## src/ssp_pkg.sv

```systemverilog
package ssp_pkg;

  // register map, byte addresses on the plain register port
  localparam logic [7:0] SSP_ADDR_DATA = 8'h21;
  localparam logic [7:0] SSP_ADDR_CTRL = 8'h22;
  localparam logic [7:0] SSP_ADDR_STAT = 8'h23;

  // reset values
  localparam logic [7:0] SSP_CTRL_RESET = 8'h00;
  localparam logic [7:0] SSP_STAT_RESET = 8'h00;
  localparam logic [7:0] SSP_DATA_RESET = 8'h00;
  localparam logic [7:0] SSP_UNMAPPED   = 8'h00;

  // serial clock half periods in cpu cycles, one per baud setting
  localparam logic [5:0] SSP_HALF_DIV4   = 6'h02;
  localparam logic [5:0] SSP_HALF_DIV8   = 6'h04;
  localparam logic [5:0] SSP_HALF_DIV16  = 6'h08;
  localparam logic [5:0] SSP_HALF_DIV32  = 6'h10;
  localparam logic [5:0] SSP_HALF_DIV64  = 6'h20;
  localparam logic [5:0] SSP_HALF_DIV128 = 6'h40;

  // rate codes {half_divider_select, rate_select}
  localparam logic [2:0] SSP_RATE_DIV4   = 3'h4;
  localparam logic [2:0] SSP_RATE_DIV8   = 3'h0;
  localparam logic [2:0] SSP_RATE_DIV16  = 3'h1;
  localparam logic [2:0] SSP_RATE_DIV32  = 3'h6;
  localparam logic [2:0] SSP_RATE_DIV64  = 3'h2;
  localparam logic [2:0] SSP_RATE_DIV128 = 3'h3;

  // sixteen sck edges per byte, counted 0..15
  localparam logic [3:0] SSP_FIRST_EDGE = 4'h0;
  localparam logic [3:0] SSP_LAST_EDGE  = 4'hF;

  // control register, bit 7 down to bit 0
  typedef struct packed {
    logic       xfer_irq_enable;
    logic       port_output_enable;
    logic       half_divider_select;
    logic       controller_select;
    logic       idle_level_select;
    logic       capture_phase_select;
    logic [1:0] rate_select;
  } ssp_ctrl_t;

  // status register, bit 7 down to bit 0
  typedef struct packed {
    logic       transfer_done_flag;
    logic       write_clash_flag;
    logic       unused5;
    logic       controller_fault_flag;
    logic [3:0] unused;
  } ssp_stat_t;

  // one register port request
  typedef struct packed {
    logic [7:0] addr;
    logic [7:0] wdata;
    logic       wr;
    logic       rd;
  } ssp_bus_t;

  typedef enum logic {
    SSP_IDLE  = 1'b0,
    SSP_SHIFT = 1'b1
  } ssp_state_t;

endpackage

```

## src/ssp_serial_port.sv

```systemverilog
// Function
// - interrupt request while enabled and transfer-done or controller-fault flag set
// - port output enable hands pins to the port; fault clears it
// - controller select drives sck and swaps data pins; fault clears it
// - idle level select sets resting sck level in master mode; slave mode does not use it
// - capture phase select picks first or second sck edge for capture
// - master sck is cpu clock divided by four to 128 per rate bits
// - rate bits do nothing in slave mode
// - transfer-done set at byte end; cleared by status then data access
// - data writes ignored while transfer-done flag is set
// - write-clash flag set by data write during a shift
// - fault flag set by low ss in master; cleared by status then control write
// - master transfer starts only on a data register write
// - received byte copied to receive buffer at byte end; reads return it
// - data write loads shift register directly; reads never see it
// - colliding write discarded, running transfer unaffected
// - slave with ss low refuses data writes until ss high
// - while fault set, port enable and controller select cannot be set, except by the control write that clears the fault
`timescale 1ns/1ps
module ssp_serial_port (
  // clock and reset
  input  wire logic             clk,
  input  wire logic             nrst,
  // register port
  input  wire ssp_pkg::ssp_bus_t bus,
  output logic [7:0]            rdata,
  // serial clock pin
  input  wire logic             sck_in,
  output logic                  sck_out,
  output logic                  sck_oe,
  // controller-out data pin
  input  wire logic             mosi_in,
  output logic                  mosi_out,
  output logic                  mosi_oe,
  // controller-in data pin
  input  wire logic             miso_in,
  output logic                  miso_out,
  output logic                  miso_oe,
  // slave select, active low
  input  wire logic             ss_n,
  // serial port interrupt request
  output logic                  irq
);

  ssp_pkg::ssp_ctrl_t  ctrl;
  ssp_pkg::ssp_state_t state;
  ssp_pkg::ssp_state_t next_state;

  logic       done_flag;
  logic       clash_flag;
  logic       fault_flag;
  logic       data_seq_armed;
  logic       fault_seq_armed;
  logic [7:0] shreg;
  logic [7:0] rxbuf;
  logic       rx_bit;
  logic [3:0] edge_cnt;
  logic       sck_lvl;
  logic       sck_prev;
  logic       tick;
  logic       last_q;

  logic       is_master;
  logic       port_on;
  logic       wr_data;
  logic       rd_data;
  logic       wr_ctrl;
  logic       stat_access;
  logic       fault_evt;
  logic       m_edge;
  logic       s_edge;
  logic       sh_edge;
  logic       din;
  logic       last_edge;
  logic       sample_edge;
  logic       shift_edge;
  logic       busy;
  logic       dr_load;
  logic       collide;
  logic       start;
  logic       data_clear;
  logic       fault_clear;
  logic [7:0] next_byte;
  logic       ctrl_locked;

  assign is_master   = ctrl.controller_select;
  assign port_on     = ctrl.port_output_enable;
  assign wr_data     = bus.wr && bus.addr == ssp_pkg::SSP_ADDR_DATA;
  assign rd_data     = bus.rd && bus.addr == ssp_pkg::SSP_ADDR_DATA;
  assign wr_ctrl     = bus.wr && bus.addr == ssp_pkg::SSP_ADDR_CTRL;
  // writes to the read-only status count as an access for the clearing sequences
  assign stat_access = (bus.wr || bus.rd) && bus.addr == ssp_pkg::SSP_ADDR_STAT;

  // ss is an input only; a master that sees it low lost the bus
  assign fault_evt = is_master && !ss_n;

  // master edges come from the divider, slave edges from the pin
  assign m_edge  = state == ssp_pkg::SSP_SHIFT && tick;
  assign s_edge  = port_on && !is_master && !ss_n && sck_in != sck_prev;
  assign sh_edge = m_edge || s_edge;

  // master samples miso, slave samples mosi
  assign din = is_master ? miso_in : mosi_in;

  // even edge index is capture with phase 0, odd index with phase 1
  assign sample_edge = sh_edge && edge_cnt[0] == ctrl.capture_phase_select;
  assign last_edge   = sh_edge && edge_cnt == ssp_pkg::SSP_LAST_EDGE;
  // phase 1 has its msb on the pin already, so its first edge moves nothing
  assign shift_edge  = sh_edge && edge_cnt[0] != ctrl.capture_phase_select
                       && !(ctrl.capture_phase_select && edge_cnt == ssp_pkg::SSP_FIRST_EDGE);

  // with phase 1 the last edge is a capture edge, so take the pin directly
  assign next_byte = {shreg[6:0], ctrl.capture_phase_select ? din : rx_bit};

  // a low ss on a slave freezes the data register
  assign busy = is_master ? state == ssp_pkg::SSP_SHIFT : (port_on && !ss_n);

  assign dr_load = wr_data && !done_flag && !busy;
  assign collide = wr_data && !done_flag && busy;
  assign start   = dr_load && is_master && port_on && !fault_evt;

  assign data_clear  = (rd_data || wr_data) && data_seq_armed;
  assign fault_clear = wr_ctrl && fault_seq_armed;
  assign ctrl_locked = fault_flag && !fault_seq_armed;

  ssp_baud u_baud (
    .clk  (clk),
    .nrst (nrst),
    .run  (state == ssp_pkg::SSP_SHIFT),
    .rate ({ctrl.half_divider_select, ctrl.rate_select}),
    .tick (tick)
  );

  // master sequencing
  always_comb begin
    next_state = state;
    case (state)
      ssp_pkg::SSP_IDLE: begin
        if (start) begin
          next_state = ssp_pkg::SSP_SHIFT;
        end
      end
      ssp_pkg::SSP_SHIFT: begin
        if (fault_evt || !is_master || last_edge) begin
          next_state = ssp_pkg::SSP_IDLE;
        end
      end
      default: next_state = ssp_pkg::SSP_IDLE;
    endcase
  end

  always_ff @(posedge clk or negedge nrst) begin
    if (!nrst) begin
      state <= ssp_pkg::SSP_IDLE;
    end else begin
      state <= next_state;
    end
  end

  // control register; the fault wins over a write in the same cycle
  always_ff @(posedge clk or negedge nrst) begin
    if (!nrst) begin
      ctrl <= ssp_pkg::SSP_CTRL_RESET;
    end else begin
      if (wr_ctrl) begin
        ctrl <= bus.wdata;
        if (ctrl_locked) begin
          ctrl.port_output_enable <= ctrl.port_output_enable && bus.wdata[6];
          ctrl.controller_select  <= ctrl.controller_select && bus.wdata[4];
        end
      end
      if (fault_evt) begin
        ctrl.port_output_enable <= 1'b0;
        ctrl.controller_select  <= 1'b0;
      end
    end
  end

  // shift register and receive buffer
  always_ff @(posedge clk or negedge nrst) begin
    if (!nrst) begin
      shreg <= ssp_pkg::SSP_DATA_RESET;
    end else if (dr_load) begin
      shreg <= bus.wdata;
    end else if (last_edge) begin
      shreg <= next_byte;
    end else if (shift_edge) begin
      shreg <= {shreg[6:0], rx_bit};
    end
  end

  always_ff @(posedge clk or negedge nrst) begin
    if (!nrst) begin
      rx_bit <= 1'b0;
    end else if (sample_edge) begin
      rx_bit <= din;
    end
  end

  always_ff @(posedge clk or negedge nrst) begin
    if (!nrst) begin
      rxbuf <= ssp_pkg::SSP_DATA_RESET;
    end else if (last_edge) begin
      rxbuf <= next_byte;
    end
  end

  // edge counter; a slave restarts the byte whenever ss goes high
  always_ff @(posedge clk or negedge nrst) begin
    if (!nrst) begin
      edge_cnt <= ssp_pkg::SSP_FIRST_EDGE;
    end else if (start || (!is_master && ss_n)) begin
      edge_cnt <= ssp_pkg::SSP_FIRST_EDGE;
    end else if (is_master && state == ssp_pkg::SSP_IDLE) begin
      edge_cnt <= ssp_pkg::SSP_FIRST_EDGE;
    end else if (sh_edge) begin
      edge_cnt <= edge_cnt + 4'h1;
    end
  end

  // serial clock level, resting at the idle level between bytes
  always_ff @(posedge clk or negedge nrst) begin
    if (!nrst) begin
      sck_lvl <= 1'b0;
    end else if (next_state == ssp_pkg::SSP_IDLE) begin
      sck_lvl <= ctrl.idle_level_select;
    end else if (m_edge) begin
      sck_lvl <= !sck_lvl;
    end
  end

  // pin history for slave edge detection
  always_ff @(posedge clk or negedge nrst) begin
    if (!nrst) begin
      sck_prev <= 1'b0;
    end else begin
      sck_prev <= sck_in;
    end
  end

  // transfer-done and write-clash share one clearing sequence
  always_ff @(posedge clk or negedge nrst) begin
    if (!nrst) begin
      done_flag      <= 1'b0;
      clash_flag     <= 1'b0;
      data_seq_armed <= 1'b0;
    end else begin
      if (last_edge) begin
        done_flag <= 1'b1;
      end else if (data_clear) begin
        done_flag <= 1'b0;
      end
      if (collide) begin
        clash_flag <= 1'b1;
      end else if (data_clear) begin
        clash_flag <= 1'b0;
      end
      if (data_clear) begin
        data_seq_armed <= 1'b0;
      end else if (stat_access && (done_flag || clash_flag)) begin
        data_seq_armed <= 1'b1;
      end
    end
  end

  always_ff @(posedge clk or negedge nrst) begin
    if (!nrst) begin
      fault_flag      <= 1'b0;
      fault_seq_armed <= 1'b0;
    end else begin
      if (fault_evt) begin
        fault_flag <= 1'b1;
      end else if (fault_clear) begin
        fault_flag <= 1'b0;
      end
      if (wr_ctrl) begin
        fault_seq_armed <= 1'b0;
      end else if (stat_access && fault_flag) begin
        fault_seq_armed <= 1'b1;
      end
    end
  end

  // register reads, data one cycle after the strobe
  always_ff @(posedge clk or negedge nrst) begin
    if (!nrst) begin
      rdata <= ssp_pkg::SSP_UNMAPPED;
    end else if (bus.rd) begin
      case (bus.addr)
        ssp_pkg::SSP_ADDR_DATA: rdata <= rxbuf;
        ssp_pkg::SSP_ADDR_CTRL: rdata <= ctrl;
        ssp_pkg::SSP_ADDR_STAT: rdata <= {done_flag, clash_flag, 1'b0, fault_flag, 4'h0};
        default:                rdata <= ssp_pkg::SSP_UNMAPPED;
      endcase
    end else begin
      rdata <= ssp_pkg::SSP_UNMAPPED;
    end
  end

  // a phase 1 byte ends on a capture edge; mosi must not move with that pin edge
  always_ff @(posedge clk or negedge nrst) begin
    if (!nrst) begin
      last_q <= 1'b0;
    end else begin
      last_q <= last_edge;
    end
  end

  // pin drivers; enables lag the control bits by one cycle, but fall with them on a fault
  always_ff @(posedge clk or negedge nrst) begin
    if (!nrst) begin
      sck_out  <= 1'b0;
      sck_oe   <= 1'b0;
      mosi_out <= 1'b0;
      mosi_oe  <= 1'b0;
      miso_out <= 1'b0;
      miso_oe  <= 1'b0;
    end else begin
      sck_out  <= sck_lvl;
      sck_oe   <= port_on && is_master && !fault_evt;
      if (!last_q) begin
        mosi_out <= next_state == ssp_pkg::SSP_IDLE && dr_load ? bus.wdata[7] : shreg[7];
      end
      mosi_oe  <= port_on && is_master && !fault_evt;
      miso_out <= shreg[7];
      miso_oe  <= port_on && !is_master && !ss_n;
    end
  end

  always_ff @(posedge clk or negedge nrst) begin
    if (!nrst) begin
      irq <= 1'b0;
    end else begin
      irq <= ctrl.xfer_irq_enable && (done_flag || fault_flag);
    end
  end

endmodule

```

## src/ssp_baud.sv

```systemverilog
`timescale 1ns/1ps
module ssp_baud (
  // clock and reset
  input  wire logic       clk,
  input  wire logic       nrst,
  // control
  input  wire logic       run,
  input  wire logic [2:0] rate,
  // one-cycle pulse at each sck edge
  output logic            tick
);

  logic [5:0] count;
  logic [5:0] half;

  function automatic logic [5:0] ssp_half_of(input logic [2:0] code);
    case (code)
      ssp_pkg::SSP_RATE_DIV4:   ssp_half_of = ssp_pkg::SSP_HALF_DIV4;
      ssp_pkg::SSP_RATE_DIV8:   ssp_half_of = ssp_pkg::SSP_HALF_DIV8;
      ssp_pkg::SSP_RATE_DIV16:  ssp_half_of = ssp_pkg::SSP_HALF_DIV16;
      ssp_pkg::SSP_RATE_DIV32:  ssp_half_of = ssp_pkg::SSP_HALF_DIV32;
      ssp_pkg::SSP_RATE_DIV64:  ssp_half_of = ssp_pkg::SSP_HALF_DIV64;
      ssp_pkg::SSP_RATE_DIV128: ssp_half_of = ssp_pkg::SSP_HALF_DIV128;
      // two codes have no documented rate; fall back to /8
      default:                  ssp_half_of = ssp_pkg::SSP_HALF_DIV8;
    endcase
  endfunction

  assign half = ssp_half_of(rate);

  // restarts with every transfer so the first edge is a full half period late
  always_ff @(posedge clk or negedge nrst) begin
    if (!nrst) begin
      count <= 6'h00;
      tick  <= 1'b0;
    end else if (!run) begin
      count <= 6'h00;
      tick  <= 1'b0;
    end else if (count == half - 6'h01) begin
      count <= 6'h00;
      tick  <= 1'b1;
    end else begin
      count <= count + 6'h01;
      tick  <= 1'b0;
    end
  end

endmodule

```

## config.mk

```make
export PLATFORM = sky130hd
export DESIGN_NAME = ssp_serial_port
export DESIGN_NICKNAME = d
export VERILOG_FILES = /design/src/ssp_pkg.sv /design/src/ssp_serial_port.sv /design/src/ssp_baud.sv
export SDC_FILE = /design/constraint.sdc
export NUM_CORES = 1
export LEC_CHECK = 0
export ABC_CLOCK_PERIOD_IN_PS = 2550
export BUFFER_PORTS_ARGS = -buffer_cell sky130_fd_sc_hd__clkbuf_2
export CORE_MARGIN = 4
export CORE_UTILIZATION = 56
export CTS_CLUSTER_SIZE = 14
export DETAILED_ROUTE_END_ITERATION = 12
export PLACE_DENSITY = 0.81
export SKIP_CTS_REPAIR_TIMING = 1
export SLEW_MARGIN = 15
export SYNTH_ARGS = -nofsm -noshare
export SYNTH_HDL_FRONTEND = slang
export SYNTH_SLANG_ARGS = --single-unit
```

## constraint.sdc

```tcl
create_clock -name clk -period 2.55 [get_ports clk]
set_clock_uncertainty 0.15 [all_clocks]
set_input_delay 0 -clock clk [delete_from_list [all_inputs] [get_ports clk]]
set_output_delay 0 -clock clk [all_outputs]
set_load 0.005 [all_outputs]
```

* Word-level counts from Yosys, hierarchy flattened
Index checks and enable logic that the tools add are counted.
Widths: inputs -> output; s select.
** Operators by class
- Multiplexer cells :: 36
- Add/sub/neg operators :: 3
- Reduce and logical (&&, ||, !) cells :: 59
- Bitwise operators :: 2
- Eq/ne operators :: 14
** Operators by type and width (number)
- $logic_and 1x1->1 :: 34
- $mux 8 :: 4
- $pmux 6 s5 :: 1
- $eq 8x6->1 const B :: 3
- $pmux 8 s3 :: 1
- $mux 1 :: 23
- $mux 4 :: 3
- $mux 6 :: 2
- $reduce_bool 2->1 :: 6
- $logic_not 1->1 :: 8
- $logic_or 1x1->1 :: 8
- $mux 7 :: 1
- $add 6x1->6 const B :: 1
- $eq 3x2->1 const B :: 2
- $eq 3x3->1 const B :: 2
- $eq 6x6->1 :: 1
- $reduce_bool 3->1 :: 2
- $sub 6x1->6 const B :: 1
- $add 4x1->4 const B :: 1
- $eq 4x4->1 const B :: 1
- $logic_not 4->1 :: 1
- $eq 3x1->1 const B :: 1
- $ne 1x1->1 :: 2
- $ne 2x1->1 const B :: 1
- 3 further kinds :: 4
** Storage, ports and cells
- Bits of input ports :: 24
- Word-level logic and storage cells :: 143
- Bits in registers :: 59

* Depth between registers and ports, before layout
- Depth after elaboration :: 13
- Gate-level depth with buffers :: 7

* Hierarchy
Synthesis repeated with hierarchy kept, for this count alone.
** Unflattened totals
- Cells, all modules :: 245
- Area, all modules :: 2775.2 um2
** By module, submodules not included
- ssp_serial_port :: times used 1, cells each 202, area an instance 2353.5 um2
- ssp_baud :: times used 1, cells each 43, area an instance 421.7 um2

* Worst setup path before layout
No wires, ideal clock.
- Kind :: register to register
- Start point :: register done_flag
- End point :: register mosi_out
- Path slack :: 243 ps
- Library setup time :: 125 ps
- Arrival time :: 2032 ps
- Required time :: 2275 ps
- Cell stages (with the launch flop) :: 6
- Cell sequence :: dfrtp_1 or4bb_1 or4_4 nor3_2 mux2_1 mux2_2
** On the way
- Cells in the longest elaborated chain, start to end :: 11
** RTL lines
- start, declared :: line ssp_serial_port.sv:49 : logic done_flag;
- start signal, assigned :: line ssp_serial_port.sv:244 : done_flag <= 1'b0;
- start signal, assigned :: line ssp_serial_port.sv:249 : done_flag <= 1'b1;
- start signal, assigned :: line ssp_serial_port.sv:251 : done_flag <= 1'b0;
- $logic_not 1->1 * :: line ssp_serial_port.sv:118 : assign dr_load = wr_data && !done_flag && !busy;
- $logic_and 1x1->1 * (2 in series) :: line ssp_serial_port.sv:118
- $logic_and 1x1->1 (3 in series) :: line ssp_serial_port.sv:120 : assign start = dr_load && is_master && port_on && !fault_evt;
- $mux 1 :: line ssp_serial_port.sv:139 : if (start) begin
- $pmux 1 s2 :: line ssp_serial_port.sv:137 : case (state)
- $not 1->1 :: line ssp_serial_port.sv:322 : mosi_out <= next_state == ssp_pkg::SSP_IDLE && dr_load ? bus.wdata[7] : shreg[7];
- $logic_and 1x1->1 * :: line ssp_serial_port.sv:322
- $mux 1 * :: line ssp_serial_port.sv:322
- end signal, assigned :: line ssp_serial_port.sv:322
- end, declared :: line ssp_serial_port.sv:33 : output logic mosi_out,
Mark *: on every way between the ends. The rest lies on a longest branch, timed or not.
A chain may end at the register's enable or synchronous reset.

* Worst setup path after layout
Same ends and word-level chain as after synthesis.

==> out/metrics.sh <==
LAYOUT_MIN_CYCLE_TIME_NS=2.386
SYNTH_TO_FINAL_AREA_CHANGE_PCT=25.25
RUN_STATUS='finished clean'
DRCVIOLATIONCOUNT=0
CRIT_PATH_START_KIND='flip-flop'
CRIT_TYPE='reg -> reg'
TIMING.CRITICAL_PATH.FANOUT_MAX=5
FRACTION_OF_LAYOUT_CELLS_WITH_A_SIZE_SUFFIX_ABOVE_1_PCT=29.90
FILLERS=334
RELATIVE_SLEW_SLACK_PCT=72.38
GP_CONGESTION=0.8654
TRITONCTS='yes'
TOTAL_LEAKAGE_POWER_uW=0.001581
WORST_R2R_ENDPOINT='mosi_out$_DFFE_PN0N_'
NUMCTSBUFFERS=9
FINALMAXSLEWVIOLATIONS=0
ANTENNA_VIOLATING_NETS_POST_ROUTE=0
FLOORPLAN.DIE.HEIGHT_UM=77.95
WL_MM=6.001
VIASPERCELL=5.410
HP-CLASS='in -> async'
POST-ROUTE-WORST-SETUP-SLACK_NS=0.1642
CTS_BUFFER_DEPTH=2
CRITICAL_PATH.MAX_STAGE_DELAY_NS=0.48
SYNTH.AVG_CELL_AREA_SQ_UM=11.46
SYNTH_FP_NETS=266
FINAL-SETUP-VIOL-COUNT=0
BOUNDARYPINS=39
POWERDENSITY_nW_PER_UM2=585.3
RR_STARTPOINT='done_flag$_DFFE_PN0P_'
GRT_FIRST_PASS_WIRELENGTH_MM=9.259
DETAILED_PLACE_HPWL_MM=3.933
COREAREA_SQ_UM=4723
GRT_PASS1_VIAS=1893
POST_SYNTHESIS_CELL_AREA_SQ_UM=2740
ANTENNA_FOUND_INITIAL=0
FINAL_NON_FILLER_CELL_TOTAL=378
FIN_CRIT_SH_PCT=93.56
NUMBER_OF_BUFFER_CELLS_ADDED_ON_PRIMARY_PORTS=38
PIN_COUNT_OF_THE_BIGGEST_NET_ENTERING_GLOBAL_ROUTING=35
CHIPWIDTH_UM=77.95
CTSHTREEMAXLEVEL=3
DP_SLACK_NS=0.1691
DRT_FIRST_ITER_VIOLATIONS=164
CLOCK_SINK_COUNT=59
WORSTPATHCELLLIST='or4bb_1, or4_4, nor3_2, mux2_1, mux2_2'
INSERTEDDIODECOUNT=0
FINALPOWER_uW=2009
CLKLATENCYLATEPIN_NS=0.34
DRV_CAP=0
WORST-R2R-CELL-COUNT=5
PATH_CLK_SLEW_NS=0.06
SLOWEST_STAGE='sky130_fd_sc_hd__or4bb_1'
ACHIEVABLE-FREQUENCY_MHz=419.2
ROW_COUNT=25
IR_DROP_mV=0.3848
GROUTE.USAGE.OVERALL_PCT=20.21
GRT_OVERFLOW_TOTAL=0
VIA_COUNT=2045
YS_WARN_COUNT=0
WORST-R2R-SETUP-SLACK_NS=0.16
GRT_SETUP_UNREPAIRED='false'
SETUP_TOTAL_NEGATIVE_SLACK_NS=0
WORSTSETUPENDPOINTTYPE='flip-flop'
YS_FF_LATCH=59
FINISH.NET_COUNT=334
PLACEDCELLCOUNT=344
SYNTH-SEQ-AREA-SHARE_PCT=53.88
TRANSITION_AT_THE_PIN_WITH_THE_SMALLEST_MAX_TRANSITION_SLACK_NS=0.4028
CELL_AT_THE_ROOT_OF_THE_CLOCK_TREE='sky130_fd_sc_hd__clkbuf_8'
WORST_EP_ARRIVAL_TIME_NS=2.46
INITIAL_CELL_DENSITY_OF_THE_CORE_PCT=58.01
SYNTHESIS.INSTANCES=239
FP.DIEAREA_SQ_UM=6076
TIMING_HOLD_VIOLATIONS_FINAL=0
CRITPATHREQUIREDTIME_NS=2.63
ROUTEDWLPERCELL_UM=15.88
FINISH.UTILIZATION_PCT=72.66
DETAIL_ROUTE.FIRST_PASS.ITERATIONS=4
SYNTH_CELL_TYPES=48
-- cell type report --
class / count / area, sq um / area share, %
Tap cell: 67 / 83.83 / 2.443
Clock buffer: 14 / 182.7 / 5.323
Multi-Input combinational cell: 163 / 1181 / 34.41
Timing Repair Buffer: 66 / 447.9 / 13.05
Inverter: 8 / 30.03 / 0.8750
Sequential cell: 59 / 1476 / 43.02
Clock inverter: 1 / 30.03 / 0.8750
-- synthesized netlist by cell type (all sizes together) --
cell / n / area, sq um
o211ai: 2 / 15.01
o2111ai: 1 / 8.760
mux2: 22 / 247.7
nor4: 1 / 6.260
nor2: 23 / 93.84
nand2b: 1 / 6.260
nor3: 4 / 25.02
clkbuf: 4 / 16.26
a2bb2o: 1 / 20.02
dfrtp: 59 / 1476
a21oi: 5 / 25.02
nand3b: 1 / 7.510
nor4b: 1 / 8.760
a211o: 1 / 8.760
or4b: 3 / 33.78
a211oi: 1 / 7.510
ha: 3 / 37.54
or4bb: 1 / 11.26
mux2i: 10 / 100.1
nand3: 6 / 35.03
o21ai: 18 / 90.09
xor2: 3 / 26.28
and2: 1 / 6.260
a21boi: 1 / 11.26
xnor2: 6 / 52.55
and3: 2 / 12.51
nand4: 1 / 6.260
a22oi: 8 / 60.06
inv: 8 / 30.03
a21o: 2 / 15.01
o21a: 3 / 22.52
nor3b: 3 / 33.78
a31oi: 1 / 12.51
o221a: 1 / 11.26
nand2: 18 / 67.56
buf: 5 / 36.28
or3: 1 / 6.260
nor2b: 6 / 37.54
or4: 1 / 11.26
-- worst max-delay path: cells and delay by family, from the launching register on --
| family | cells | cell delay (ns) |
|---|---|---|
| AND/OR/NAND/NOR | 3 | 1.12 |
| multiplexers | 2 | 0.58 |
| flip-flops | 1 | 0.42 |
-- power breakdown --
part           internal [uW]  switching, uW
sequential               957           19.1
clock                    553            342
combinational           70.9           66.3
-- placed cells by master, fill, tap and decap left out, drive strengths merged, types with 3 or more instances in the layout --
master | synthesis | layout
o21ai | 18 | 18
xor2 | 3 | 3
nor2b | 6 | 6
mux2i | 10 | 10
clkbuf | 4 | 52
o21a | 3 | 3
nand2 | 18 | 18
xnor2 | 6 | 6
nor2 | 23 | 23
nor3 | 4 | 4
nand3 | 6 | 6
a22oi | 8 | 8
dfrtp | 59 | 59
inv | 8 | 8
mux2 | 22 | 22
buf | 5 | 9
or4b | 3 | 3
a21oi | 5 | 5
dlygate4sd3 | 0 | 19
nor3b | 3 | 3
ha | 3 | 3
-- state kept, by name (all words and copies together), names as in the netlist, 4 cells and up --
register / flops
rxbuf: 8
edge_cnt: 4
rdata: 8
ctrl: 6
u_baud.count: 6
shreg: 8
-- how the worst max path moves through the flow --
stage,startpoint,to,slack (ns),depth (start not counted)
3_5_place_dp,done_flag$_DFFE_PN0P_,mosi_out$_DFFE_PN0N_,0.17,5
3_3_place_gp,done_flag$_DFFE_PN0P_,mosi_out$_DFFE_PN0N_,0.22,5
6_report,done_flag$_DFFE_PN0P_,mosi_out$_DFFE_PN0N_,0.16,5
4_1_cts,done_flag$_DFFE_PN0P_,mosi_out$_DFFE_PN0N_,0.16,5
5_1_grt,done_flag$_DFFE_PN0P_,mosi_out$_DFFE_PN0N_,0.1,5
2_1_floorplan,done_flag$_DFFE_PN0P_,mosi_out$_DFFE_PN0N_,0.24,5
-- metal layers --
layer	global-route usage (%)	part of all wire, %	vias to the layer above
li1	-	-	985
met1	27.48	46	1002
met5	0	0	-
met2	30.05	47	49
met4	11.71	1.9	0
met3	4.060	4.6	9
-- per-stage QoR --
step | hold WS [ns] | cell area [sq um]
final | 0.04687 | 3432
after global routing | 0.05745 | 3432
after CTS | -0.4902 | 3242
after detailed placement | -0.1230 | 3029
after global placement | -0.1309 | 3029
after floorplan | -0.4456 | 2740
-- cell families (layout without fill, tap and decap cells) --
kind of cell	after synthesis	after routing	share of synthesized area, %
simple gates	74	74	14.93
fa+ha+maj	3	3	1.370
mux	32	32	12.69
flops	59	59	53.88
xor+xnor	9	9	2.877
compound gates	45	45	11.23
buf+inv	17	89	3.013
Note: power is estimated with default switching activity, not from simulation.
